[config.mk]
export PLATFORM = sky130hd
export DESIGN_NAME = adc_sequencer_control
export DESIGN_NICKNAME = d
export VERILOG_FILES = /design/src/adc_sequencer_control.v /design/src/sar_core.v
export VERILOG_INCLUDE_DIRS = /design/src
export SDC_FILE = /design/constraint.sdc
export NUM_CORES = 1
export LEC_CHECK = 0
export ABC_AREA = 1
export BUFFER_PORTS_ARGS = -buffer_cell sky130_fd_sc_hd__buf_4
export CAP_MARGIN = 30
export CORE_ASPECT_RATIO = 1.75
export CORE_MARGIN = 2
export CORE_UTILIZATION = 25
export DETAILED_ROUTE_END_ITERATION = 8
export GPL_ROUTABILITY_DRIVEN = 0
export GPL_TIMING_DRIVEN = 0
export SKIP_LAST_GASP = 1
export SYNTH_ARGS = -nofsm -noshare
export SYNTH_HDL_FRONTEND = slang
export SYNTH_SLANG_ARGS = --single-unit
export TNS_END_PERCENT = 30
[constraint.sdc]
create_clock -name sys_clk -period 2.09 [get_ports sys_clk]
set_input_delay 0.209 -clock sys_clk [delete_from_list [all_inputs] [get_ports sys_clk]]
set_output_delay 0.209 -clock sys_clk [all_outputs]
set_load 0.01 [all_outputs]
[src/adc_seq_map.vh]
// Register map, field positions and timing constants of the converter block
`ifndef ADC_SEQ_MAP_VH
`define ADC_SEQ_MAP_VH
`define ADDR_W 16
`define OFS_RESULT_BASE 16'h12A0
`define OFS_RESULT_LAST 16'h12AF
`define OFS_CH7_UPPER 16'h12AF
`define OFS_MODE_A 16'h12B0
`define OFS_MODE_B 16'h12B1
`define OFS_IRQ_STATUS 16'h12B2
`define OFS_IRQ_MASK 16'h12B3
`define MA_END_FLAG 7
`define MA_BUSY_FLAG 6
`define MA_IRQ_FOURTH 5
`define MA_CONTINUOUS 4
`define MA_MULTI 3
`define MA_START 0
`define MB_LADDER_ON 7
`define MB_EXT_TRIG_EN 5
`define MB_INPUT_LO 0
`define MODE_A_RESET 8'h00
`define MODE_B_RESET 8'h00
`define IRQ_MASK_RESET 8'h00
`define LOWER_ONES 8'h3E
`define CONV_STATES 84
`define RESULT_BITS 10
`endif

[src/adc_sequencer_control.v]
// Converter control: modes, channel scan, result registers and interrupt
// Overview of operation
// - Lower result reads bits 5..1 as ones
// - Stored flag set on write, cleared on read
// - Ten-bit result split upper eight, lower two
// - Ladder bit zero opens reference switch
// - Fixed mode: code n selects input n; a start in the write leaving scan mode takes input 0
// - Scan mode: inputs 0 through n ascending; a start in the write entering scan mode converts input n alone first
// - Reset gives fixed mode, input zero
// - Start by software bit or trigger edge
// - Busy flag set throughout conversion
// - Repeat and scan bits choose four modes
// - Completion raises interrupt and end flag
// - Fixed single: once, end, unbusy, interrupt
// - Scan single: after whole scan, same actions
// - One channel takes 84 clock states
// - Fixed repeat may interrupt every fourth
// - Scan repeat interrupts per scan, stays busy
// - Any result read clears end flag
//
// The address-and-strobe port was left to the implementer.
`include "adc_seq_map.vh"
module adc_sequencer_control #(
  parameter CONV_CYCLES = `CONV_STATES,
  parameter NUM_CH = 8
) (
  input wire sys_clk,
  input wire sys_rst,
  input wire [`ADDR_W-1:0] addr,
  input wire [7:0] wdata,
  input wire wr_en,
  input wire rd_en,
  output reg [7:0] rdata,
  input wire ext_trigger_pin,
  input wire compare_high,
  output wire [9:0] dac_trial,
  output wire [2:0] analog_mux_sel,
  output wire ladder_switch_closed,
  output wire conversion_done_irq
);
  localparam ST_IDLE = 3'b001;
  localparam ST_CONV = 3'b010;
  localparam ST_NEXT = 3'b100;
  reg [2:0] state;
  reg [2:0] next_state;
  reg end_flag;
  reg irq_fourth;
  reg continuous;
  reg multi;
  reg ladder_on;
  reg trig_en;
  reg [2:0] input_sel;
  reg [2:0] channel;
  reg [1:0] rep_count;
  reg trig_prev;
  reg [7:0] irq_status;
  reg [7:0] irq_mask;
  reg [9:0] result_mem [0:NUM_CH-1];
  reg [NUM_CH-1:0] stored;
  reg core_start;
  wire core_done;
  wire [9:0] core_result;
  wire busy = (state != ST_IDLE);
  // Result window covers eight channels, two bytes each
  function is_result;
    input [`ADDR_W-1:0] a;
    begin
      is_result = (a >= `OFS_RESULT_BASE) && (a <= `OFS_RESULT_LAST);
    end
  endfunction
  wire [`ADDR_W-1:0] rel = addr - `OFS_RESULT_BASE;
  wire [2:0] rd_ch = rel[3:1];
  wire rd_upper = rel[0];
  wire rd_result = rd_en && is_result(addr);
  wire wr_a = wr_en && (addr == `OFS_MODE_A);
  wire sw_start = wr_a && wdata[`MA_START];
  wire trig_fall = trig_en && trig_prev && !ext_trigger_pin;
  wire go = sw_start || trig_fall;
  // Fixed mode converts input_sel, or input 0 if started by the write leaving scan; scan ends at input_sel
  wire last_ch = multi ? (channel == input_sel) : 1'b1;
  wire repeat_now = continuous;
  wire fixed_rep = continuous && !multi;
  wire fourth_hit = !irq_fourth || (rep_count == 2'b11);
  wire done_event = core_done && last_ch && (!fixed_rep || fourth_hit);
  assign ladder_switch_closed = ladder_on;
  assign analog_mux_sel = channel;
  assign conversion_done_irq = |(irq_status & irq_mask);
  sar_core #(
    .CONV_CYCLES(CONV_CYCLES),
    .RES_W(`RESULT_BITS)
  ) u_core (
    .sys_clk(sys_clk),
    .sys_rst(sys_rst),
    .start(core_start),
    .compare_high(compare_high),
    .trial(dac_trial),
    .done(core_done),
    .result(core_result)
  );
  always @*
  begin
    next_state = state;
    core_start = 1'b0;
    case (state)
      ST_IDLE:
      begin
        if (go)
        begin
          next_state = ST_CONV;
          core_start = 1'b1;
        end
      end
      ST_CONV:
      begin
        if (core_done)
        begin
          if (!last_ch || repeat_now)
            next_state = ST_NEXT;
          else
            next_state = ST_IDLE;
        end
      end
      ST_NEXT:
      begin
        next_state = ST_CONV;
        core_start = 1'b1;
      end
      default:
        next_state = ST_IDLE;
    endcase
  end
  always @(posedge sys_clk)
  begin
    if (sys_rst)
      state <= ST_IDLE;
    else
      state <= next_state;
  end
  // Channel stepping and repeat counting
  always @(posedge sys_clk)
  begin
    if (sys_rst)
    begin
      channel <= 3'b000;
      rep_count <= 2'b00;
      trig_prev <= 1'b1;
    end
    else
    begin
      trig_prev <= ext_trigger_pin;
      if (state == ST_IDLE && go)
      begin
        channel <= multi ? 3'b000 : input_sel;
        rep_count <= 2'b00;
      end
      else if (core_done)
      begin
        if (multi)
          channel <= last_ch ? 3'b000 : channel + 3'b001;
        if (fixed_rep)
          rep_count <= rep_count + 2'b01;
      end
    end
  end
  // Control registers
  always @(posedge sys_clk)
  begin
    if (sys_rst)
    begin
      irq_fourth <= 1'b0;
      continuous <= 1'b0;
      multi <= 1'b0;
      ladder_on <= 1'b0;
      trig_en <= 1'b0;
      input_sel <= 3'b000;
      irq_mask <= `IRQ_MASK_RESET;
    end
    else
    begin
      if (wr_a)
      begin
        irq_fourth <= wdata[`MA_IRQ_FOURTH];
        continuous <= wdata[`MA_CONTINUOUS];
        multi <= wdata[`MA_MULTI];
      end
      if (wr_en && addr == `OFS_MODE_B)
      begin
        ladder_on <= wdata[`MB_LADDER_ON];
        trig_en <= wdata[`MB_EXT_TRIG_EN];
        input_sel <= wdata[`MB_INPUT_LO+2:`MB_INPUT_LO];
      end
      if (wr_en && addr == `OFS_IRQ_MASK)
        irq_mask <= wdata;
    end
  end
  // End flag: a completion in the clearing cycle wins
  always @(posedge sys_clk)
  begin
    if (sys_rst)
      end_flag <= 1'b0;
    else if (done_event)
      end_flag <= 1'b1;
    else if (rd_result)
      end_flag <= 1'b0;
  end
  // Interrupt status: read clears, new event wins
  always @(posedge sys_clk)
  begin
    if (sys_rst)
      irq_status <= 8'h00;
    else if (done_event)
      irq_status <= 8'h01;
    else if (rd_en && addr == `OFS_IRQ_STATUS)
      irq_status <= 8'h00;
  end
  // Results, one entry per channel
  genvar g;
  generate
    for (g = 0; g < NUM_CH; g = g + 1)
    begin : g_ch
      always @(posedge sys_clk)
      begin
        if (sys_rst)
        begin
          stored[g] <= 1'b0;
          result_mem[g] <= 10'h000;
        end
        else if (core_done && channel == g)
        begin
          result_mem[g] <= core_result;
          stored[g] <= 1'b1;
        end
        else if (rd_result && rd_ch == g)
          stored[g] <= 1'b0;
      end
    end
  endgenerate
  // Read data, one cycle after the strobe
  always @(posedge sys_clk)
  begin
    if (sys_rst)
      rdata <= 8'h00;
    else if (rd_en)
    begin
      if (is_result(addr))
      begin
        if (rd_upper)
          rdata <= result_mem[rd_ch][9:2];
        else
          rdata <= {result_mem[rd_ch][1:0], 5'h1F, stored[rd_ch]};
      end
      else if (addr == `OFS_MODE_A)
        rdata <= {end_flag, busy, irq_fourth, continuous, multi, 3'b000};
      else if (addr == `OFS_MODE_B)
        rdata <= {ladder_on, 1'b0, trig_en, 2'b00, input_sel};
      else if (addr == `OFS_IRQ_STATUS)
        rdata <= irq_status;
      else if (addr == `OFS_IRQ_MASK)
        rdata <= irq_mask;
      else
        rdata <= 8'h00;
    end
    else
      rdata <= 8'h00;
  end
  // Software must allow 3 us ladder settle before starting.
endmodule

[src/sar_core.v]
// Successive-approximation stepping core: one channel per start pulse
`include "adc_seq_map.vh"
module sar_core #(
  parameter CONV_CYCLES = `CONV_STATES,
  parameter RES_W = `RESULT_BITS
) (
  input wire sys_clk,
  input wire sys_rst,
  input wire start,
  input wire compare_high,
  output reg [RES_W-1:0] trial,
  output reg done,
  output reg [RES_W-1:0] result
);
  localparam CNT_W = 7;
  localparam [CNT_W-1:0] LAST = CONV_CYCLES - 1;
  localparam [CNT_W-1:0] SETTLE = CONV_CYCLES - 1 - RES_W;
  reg [CNT_W-1:0] count;
  reg running;
  reg [RES_W-1:0] bit_mask;
  always @(posedge sys_clk)
  begin
    if (sys_rst)
    begin
      count <= {CNT_W{1'b0}};
      running <= 1'b0;
      trial <= {RES_W{1'b0}};
      bit_mask <= {RES_W{1'b0}};
      done <= 1'b0;
      result <= {RES_W{1'b0}};
    end
    else
    begin
      done <= 1'b0;
      if (start && !running)
      begin
        running <= 1'b1;
        count <= {CNT_W{1'b0}};
        bit_mask <= {1'b1, {(RES_W-1){1'b0}}};
        trial <= {1'b1, {(RES_W-1){1'b0}}};
      end
      else if (running)
      begin
        count <= count + 1'b1;
        // One decision per cycle once the sample has settled
        if (count >= SETTLE && bit_mask != {RES_W{1'b0}})
        begin
          if (!compare_high)
            trial <= (trial & ~bit_mask) | (bit_mask >> 1);
          else
            trial <= trial | (bit_mask >> 1);
          bit_mask <= bit_mask >> 1;
        end
        if (count == LAST)
        begin
          running <= 1'b0;
          done <= 1'b1;
          result <= trial;
        end
      end
    end
  end
endmodule

Yosys cells after proc, flatten, opt, wreduce, memory -nomap -nowiden
Memory sizes are Yosys's and may differ from the RTL's. Cells that the tools add are included.

Add/subtract/negate cells: 4. Bitwise logic cells: 16. Equal/unequal tests: 27. Magnitude comparators: 4. Muxes and demuxes: 85. Reduce and logical (&&, ||, !) cells: 69.

Operators by type and width (count): 10-bit 2-to-1 mux (15); 16-bit by 13-bit == test with 1-bit output (second input constant) (4); 1-bit 2-to-1 mux (53); 8-bit 2-to-1 mux (6); 1-bit logical AND (31); 2-bit nonzero test (14); 3-bit == test (second input constant) (9); 3-bit 2-to-1 mux (8); 10-bit by 9-bit OR with 10-bit output (2); 16-bit by 13-bit greater-or-equal comparator with 1-bit output (second input constant) (1); 16-bit by 13-bit less-or-equal comparator with 1-bit output (second input constant) (1); 3-bit by 2-bit == test with 1-bit output (second input constant) (5); 10-bit bitwise AND (1); 10-bit inverter (1); 2-bit AND reduction (5); 10-bit nonzero test (1); 3-bit by 1-bit == test with 1-bit output (second input constant) (3); 3-bit one-hot mux with 3 select lines (1); 1-bit by 8-bit bitwise AND with 8-bit output (1); 1-bit OR (8); 8-bit OR reduction (1); 7-bit by 1-bit adder with 7-bit output (second input constant) (1); 7-bit == test (second input constant) (1); 7-bit greater-or-equal comparator (second input constant) (1); other kinds (18) (31).

Register bits after elaboration: 82. Bits of input ports: 30. Logic and storage cells: 236. Memories kept: 1. Memory bits (writable): 80.

Memories: result_mem (words 8, bits a word 10, rd ports 1, clocked after memory_dff 0, write ports 8, line adc_sequencer_control.v:58) `reg [9:0] result_mem [0:NUM_CH-1];`.

Longest topological paths before layout
Gate-level depths: netlist of the first run.

Word-level depth: 9. Gate-level depth with buffers: 12. Depth with buffers taken out: 11.

By module
From an unflattened synthesis of the first run, not the netlist that was laid out.

Cell total of the unflattened synthesis: 881. Area, all modules: 7354.6 µm².

Modules (own cells, without submodules): adc_sequencer_control (area an instance 5720.5 µm², cells an instance 667, sequential area each 3263.1 µm², times used 1); sar_core (area an instance 1634.1 µm², cells an instance 214, sequential area each 780.7 µm², times used 1).

Least setup slack after synthesis of the first run
Ideal clock, no wire load.

Path type: reg-to-reg. Start: register u_core.done. End: memory result_mem[4][0] (enable). Arrival: 1699 ps. Cell stages (with the launch flop): 5. Clock period less this slack: 2090 ps. Slack: 0 ps. Cells stage by stage: dfxtp_1 clkbuf_1 buf_1 nand2_1 o21ai_0.

RTL lines: start, declared (line sar_core.v:12) `output reg done,`; start signal, assigned (line sar_core.v:29) `done <= 1'b0;`; start signal, assigned (line sar_core.v:34) `done <= 1'b0;`; start signal, assigned (line sar_core.v:57) `done <= 1'b1;`; end, declared (line adc_sequencer_control.v:58).

==> flow_summary_export.csv, run 1 <==
group,metric,value,unit
outcome,outcome,"completed",
floorplanning,io_pins,53,
synth,synth_top_area_share,32.5,%
floorplanning,die_y,232,µm
final_layout,finalNetCount,988,
min_path,hp-class,"input pin to register",
cts,post_cts_buffers,0,
floorplanning,start_util,25.3,%
synth,synth_top_flop_cell,"dfxtp_1",
synth,synthTopCellsByArea,"edfxtp_1, dfxtp_1, nand2_1",
sta,finalHoldViolations,0,
place,dpl-instance-area,0.00830,mm²
synth,syn_inst,872,
floorplanning,rows,83,
power,ir_drop,0.556,mV
sta,fin_skew,11.5,ps
min_path,hold_start,"wdata[1]",
synth,yosysMostFrequentCell,"nand2_1",
detailed_routing,drtIter0Drc,278,
cts,cts_sinks,162,
sta,fin_crit_sh,93.6,%
place,place.port_buffers,50,
detailed_routing,antenna_left,0,
final_layout,layout-drive-gt1-share,13.3,%
min_path,worstHoldPathCells,3,
sta,slew_headroom,38.1,%
setup_path,r2r_start,"u_core.done$_SDFF_PP0_",
cts,clock_path_buffers,2,
cts,clock-root-buffer,"clkbuf_16",
power,power,6.74,mW
power,power-per-cell-area,758,mW/mm²
synth,ys_seq_area_share,54.6,%
min_path,min_to,"irq_mask[1]$_SDFFE_PP0P_",
detailed_routing,wire_per_inst,15.4,µm
synth,ys_warn_count,0,
setup_path,crit_type,"register to register",
sta,clock.fmax,511,MHz
detailed_routing,routed_wirelength,20.7,mm
synth,synth-edff-count,80,
setup_path,rr_worst_depth,5,
final_layout,final_util,30.3,%
setup_path,path_max_fanout,10,
setup_path,cp.required,2230,ps
sta,finalCriticalPeriod,1960,ps
power,swShare,23.6,%
sta,drv_slew,0,
global_route,grt_overflow,0,
floorplanning,die-area,0.0310,mm²
global_route,antenna_found_initial,0,
synth,synthDistinctLibCells,36,
setup_path,crit_path_end_kind,"register",
cts,clkTransAtPathRegs,70,ps
floorplanning,coreArea,0.0293,mm²
synth,postSynthAreaPerCell,8.49,µm²
sta,rsz0062_at_grt,"yes",
final_layout,fin_area,0.00888,mm²
cts,clock_latency,440,ps
cts,cts_buffers,17,
detailed_routing,route.vias.total,6183,
setup_path,startpoint_type,"register",
power,p_clk_share,44.4,%
power,p_leak,3.33,nW
detailed_routing,vias_per_cell,4.60,
sta,worst_slew_pin_slew,919,ps
cts,cts_tree,"yes",
synth,synth_common_cells,"nand2_1, nor2_1, dfxtp_1, edfxtp_1, inv_1",
setup_path,critical_path.startpoint,"u_core.done$_SDFF_PP0_",
global_route,grt_pass1_vias,6097,
final_layout,areaGrowthSynthToFinish,20.1,%
sta,finalSetupViolCount,0,
job,cap_violations,0,
synth,synth_top_area_cell,"edfxtp_1",
power,internal_power,5.15,mW
synth,syn_nets,911,
synth,synthArstFlopShare,0,%
detailed_routing,drcViolationCount,0,
global_route,grt_max_degree,17,
floorplanning,die-width,134,µm
setup_path,critical_path_arrival,2100,ps
power,power.net_switching,1.59,mW
global_route,track_usage,13.6,%
power,p_seq_share,50.4,%
setup_path,r2r-end,"result_mem[4][4]$_SDFFCE_PN0P_",
place,hpwl,15.9,mm
synth,synth_seq_cells,162,
synth,synth_area,0.00740,mm²
final_layout,antennaDiodeCount,0,
cts,cts_htree_levels,4,
power,comb_power_share,5.2,%
setup_path,worst-r2r-setup-slack,130,ps
detailed_routing,firstDrtPassIters,6,
global_route,grt_pass1_wl,32.2,mm
## flip-flops by register name, summed over array words and instances, names as in the netlist
| signal | cells |
|---|---|
| continuous | 1 |
| rep_count | 2 |
| state | 3 |
| stored | 8 |
| trig_en | 1 |
| result_mem | 80 |
| irq_mask | 8 |
| u_core.bit_mask | 10 |
| irq_status | 1 |
| irq_fourth | 1 |
| u_core.count | 7 |
| end_flag | 1 |
| u_core.done | 1 |
| rdata | 8 |
| multi | 1 |
| trig_prev | 1 |
| analog_mux_sel | 3 |
| u_core.running | 1 |
| u_core.result | 10 |
| ladder_switch_closed | 1 |
| input_sel | 3 |
| u_core.trial | 10 |
## cell type report
class | count | area [µm²]
Sequential cell | 162 | 4040
Fill cell | 3099 | 20400
Inverter | 88 | 330
Timing Repair Buffer | 58 | 444
Buffer | 38 | 181
Clock inverter | 13 | 128
Clock buffer | 19 | 433
Tap cell | 382 | 478
Multi-Input combinational cell | 584 | 2850
## cells by family after synthesis
family / synth area share (%)
AO/OA/AOI/OAI: 9.15
buffers and inverters: 6.88
AND/OR/NAND/NOR: 26.6
flip-flops: 54.6
XOR/XNOR: 1.18
adder cells (fa/ha/maj): 1.52
## layout by cell type (no fill, tap or decap), types with 3 or more instances in the layout
master,count
nand2_1,184
clkinvlp_4,4
nor2_2,13
clkbuf_16,17
nand2_4,4
buf_4,56
a211oi_1,3
inv_6,3
buf_6,3
buf_2,6
nor3_1,8
edfxtp_1,80
o21ai_0,55
o21ai_1,7
inv_1,72
xnor2_1,6
clkbuf_1,28
nor2_1,140
inv_2,5
a21oi_1,34
ha_1,9
a22oi_1,21
dfxtp_1,82
nand4_1,35
nand3_1,48
xor2_1,4
nor2_4,3
clkinv_1,11
## worst max path at each step
stage / slack, ps / endpoint / cells past startpoint
detailed placement: -140 / rdata[1]$_SDFF_PP0_ / 10
global route: -50 / u_core.trial[8]$_SDFFE_PP0P_ / 12
global placement: -1050 / result_mem[4][3]$_SDFFCE_PN0P_ / 4
CTS: 30 / result_mem[3][1]$_SDFFCE_PN0P_ / 6
floorplan: -0.1 / result_mem[4][0]$_SDFFCE_PN0P_ / 4
finish: 130 / result_mem[4][4]$_SDFFCE_PN0P_ / 5
## through the flow
stage	hold WS (ps)	setup slack, ps	instances	TNS, ps
floorplan	287	-0.0977	872	-2.93
global placement	445	-1050	1304	-52720
detailed placement	448	-144	1310	-791
CTS	8.95	32.7	1344	0
global route	9.05	-52.7	1344	-294
finish	20.6	134	1344	0
## layer usage
| layer | global-route usage (%) | share of wire (%) |
|---|---|---|
| met4 | 9.90 | 6.7 |
| met3 | 2.30 | 3.9 |
| met5 | 0 | 0 |
| met2 | 26.7 | 56 |
| met1 | 12.2 | 34 |
## power groups by stage
stage | Sequential (mW) | Clock (mW) | Combinational [mW]
after floorplan | 3.46 | 0 | 0.182
after global placement | 3.47 | 0 | 0.333
after detailed placement | 3.47 | 0 | 0.344
after CTS | 3.40 | 3.04 | 0.349
after global routing | 3.40 | 3.17 | 0.378
final | 3.40 | 2.99 | 0.349
## what timing repair did
action,4_1_cts,5_1_grt
endpoints found under the hold margin,4,0
pin swaps,0,0
resized for setup,1,2
setup endpoints to repair,18,19
hold buffers,2,0
## worst max-delay path, cell delays in order (launching register included)
cell and delay (ps):
dfxtp_1 310, clkbuf_1 330, buf_2 310, nand2_1 120
o21ai_1 310, buf_4 270
(Power assumes the default switching activity.)
==> run 2: changes to the inputs <==
--- a/config.mk
+++ b/config.mk
@@ -7,12 +7,12 @@
 export NUM_CORES = 1
 export LEC_CHECK = 0
 export ABC_AREA = 1
-export BUFFER_PORTS_ARGS = -buffer_cell sky130_fd_sc_hd__buf_4
 export CAP_MARGIN = 30
 export CORE_ASPECT_RATIO = 1.75
 export CORE_MARGIN = 2
 export CORE_UTILIZATION = 25
 export DETAILED_ROUTE_END_ITERATION = 8
+export DONT_BUFFER_PORTS = 1
 export GPL_ROUTABILITY_DRIVEN = 0
 export GPL_TIMING_DRIVEN = 0
 export SKIP_LAST_GASP = 1
==> flow_summary_export.csv, run 2 (same netlist as run 1, synthesis figures left out) <==
group,metric,value,unit
final_layout,final_cell_mix,"nand2_1, nor2_1, dfxtp_1, edfxtp_1, inv_1",
final_layout,layout_commonest_cell,"nand2_1",
final_layout,top_register,"result_mem",
power,power-per-cell-area,793,mW/mm²
floorplanning,start_util,25.3,%
cts,clock-root-buffer,"clkbuf_16",
final_layout,antennaDiodeCount,0,
sta,finalCriticalPeriod,2010,ps
final_layout,finalNetCount,947,
setup_path,cp.required,2260,ps
detailed_routing,drcViolationCount,0,
floorplanning,die-area,0.0310,mm²
min_path,worstHoldPathCells,4,
floorplanning,io_pins,53,
cts,clock_latency,440,ps
detailed_routing,routed_wirelength,20.9,mm
setup_path,max_stage_delay,570,ps
detailed_routing,route.vias.total,5965,
power,ir_drop,0.524,mV
sta,worst_slew_pin_slew,992,ps
setup_path,startpoint_type,"register",
final_layout,areaGrowthSynthToFinish,16.6,%
floorplanning,rows,83,
setup_path,crit_path_end_kind,"register",
floorplanning,die_y,232,µm
sta,fin_skew,9.27,ps
setup_path,cp_cell_sequence,"inv_1 > ha_1 > nand4_1 > clkbuf_1 > nor2_1",
min_path,hp-class,"input pin to register",
sta,slew_headroom,33.2,%
setup_path,cpMaxStageDelayCell,"dfxtp_1",
setup_path,crit_type,"register to register",
global_route,grt_pass1_wl,32.3,mm
sta,finalHoldViolations,0,
cts,cts_buffers,17,
sta,rsz0062_at_grt,"yes",
sta,finalSetupViolCount,0,
sta,fin_tns_setup,0,ps
place,place.port_buffers,0,
job,cap_violations,0,
setup_path,critical_path_arrival,2180,ps
setup_path,rr_worst_depth,5,
sta,fin_crit_sh,96.1,%
floorplanning,coreArea,0.0293,mm²
global_route,grt_pass1_vias,6038,
power,p_leak,3.14,nW
setup_path,path_max_fanout,10,
detailed_routing,antenna_left,0,
detailed_routing,drtIter0Drc,259,
global_route,track_usage,13.8,%
power,power,6.85,mW
detailed_routing,vias_per_cell,4.58,
cts,cts_htree_levels,4,
final_layout,largest_register_ffs,80,
place,hpwl,15.9,mm
detailed_routing,firstDrtPassIters,6,
sta,whs,79.4,ps
global_route,grt_max_degree,18,
final_layout,layout-drive-gt1-share,8.58,%
cts,clkTransAtPathRegs,70,ps
sta,clock.fmax,498,MHz
cts,post_cts_buffers,0,
cts,clock_path_buffers,2,
detailed_routing,wire_per_inst,16.0,µm
global_route,antenna_found_initial,0,
global_route,grt_overflow,0,
floorplanning,die-width,134,µm
cts,cts_tree,"yes",
sta,drv_slew,0,
cts,cts_sinks,162,
outcome,outcome,"completed",
-- run 2: layout make-up --
class,count,area (µm²)
inverters,88,330
fillers,3120,20700
multi-input cells,584,2850
well taps,382,478
flip-flops and latches,162,4040
repair buffers,17,155
clock buffers,17,425
clock inverters,15,170
plain buffers,38,181
-- run 2: final timing paths --
check,start,to,slack [ps]
setup reg to reg,analog_mux_sel[1]$_SDFFE_PP0P_,result_mem[5][4]$_SDFFCE_PN0P_,80
hold reg to reg,rep_count[1]$_SDFFE_PP0P_,rep_count[1]$_SDFFE_PP0P_,470
hold / removal,compare_high,u_core.trial[9]$_SDFFE_PP0P_,80
setup / recovery,analog_mux_sel[1]$_SDFFE_PP0P_,result_mem[5][4]$_SDFFCE_PN0P_,80
-- run 2: worst max-delay path: cells and delay by family, from the launching register on --
family                     cells  cell delay (ps)
and+or+nand+nor                2              240
DFF                            1              570
buffers and inverters          2              690
adders and majority gates      1              240
-- run 2: layer usage --
layer / vias to the layer above / part of all wire, % / global-route usage (%)
met5: - / 0 / 0
met4: 0 / 6.8 / 10.3
met3: 66 / 5.0 / 3.43
met2: 163 / 56 / 27.2
met1: 2772 / 32 / 11.6
li1: 2964 / - / -
-- run 2: through the flow --
stage	cells	area, µm²	util, %	setup slack, ps
after floorplan	872	7400	-	-0.0977
after global placement	1254	7880	26.9	-1080
after detailed placement	1260	7920	27.1	-88.4
after CTS	1303	8630	29.5	-26.4
after global routing	1303	8630	29.5	-54.7
final	1303	8630	29.5	82.2
-- run 2: power breakdown --
group,total [mW],leakage [nW],internal (mW),switching (mW)
Clock,3.14,0.286,1.70,1.44
Combinational,0.310,1.36,0.0850,0.225
Sequential,3.39,1.49,3.38,0.0175
Total,6.85,3.14,5.16,1.68
-- run 2: timing repair --
item	CTS	global route
pin swaps	0	0
hold buffers	11	0
resized for setup	1	2
endpoints found under the hold margin	21	0
setup endpoints to repair	33	33
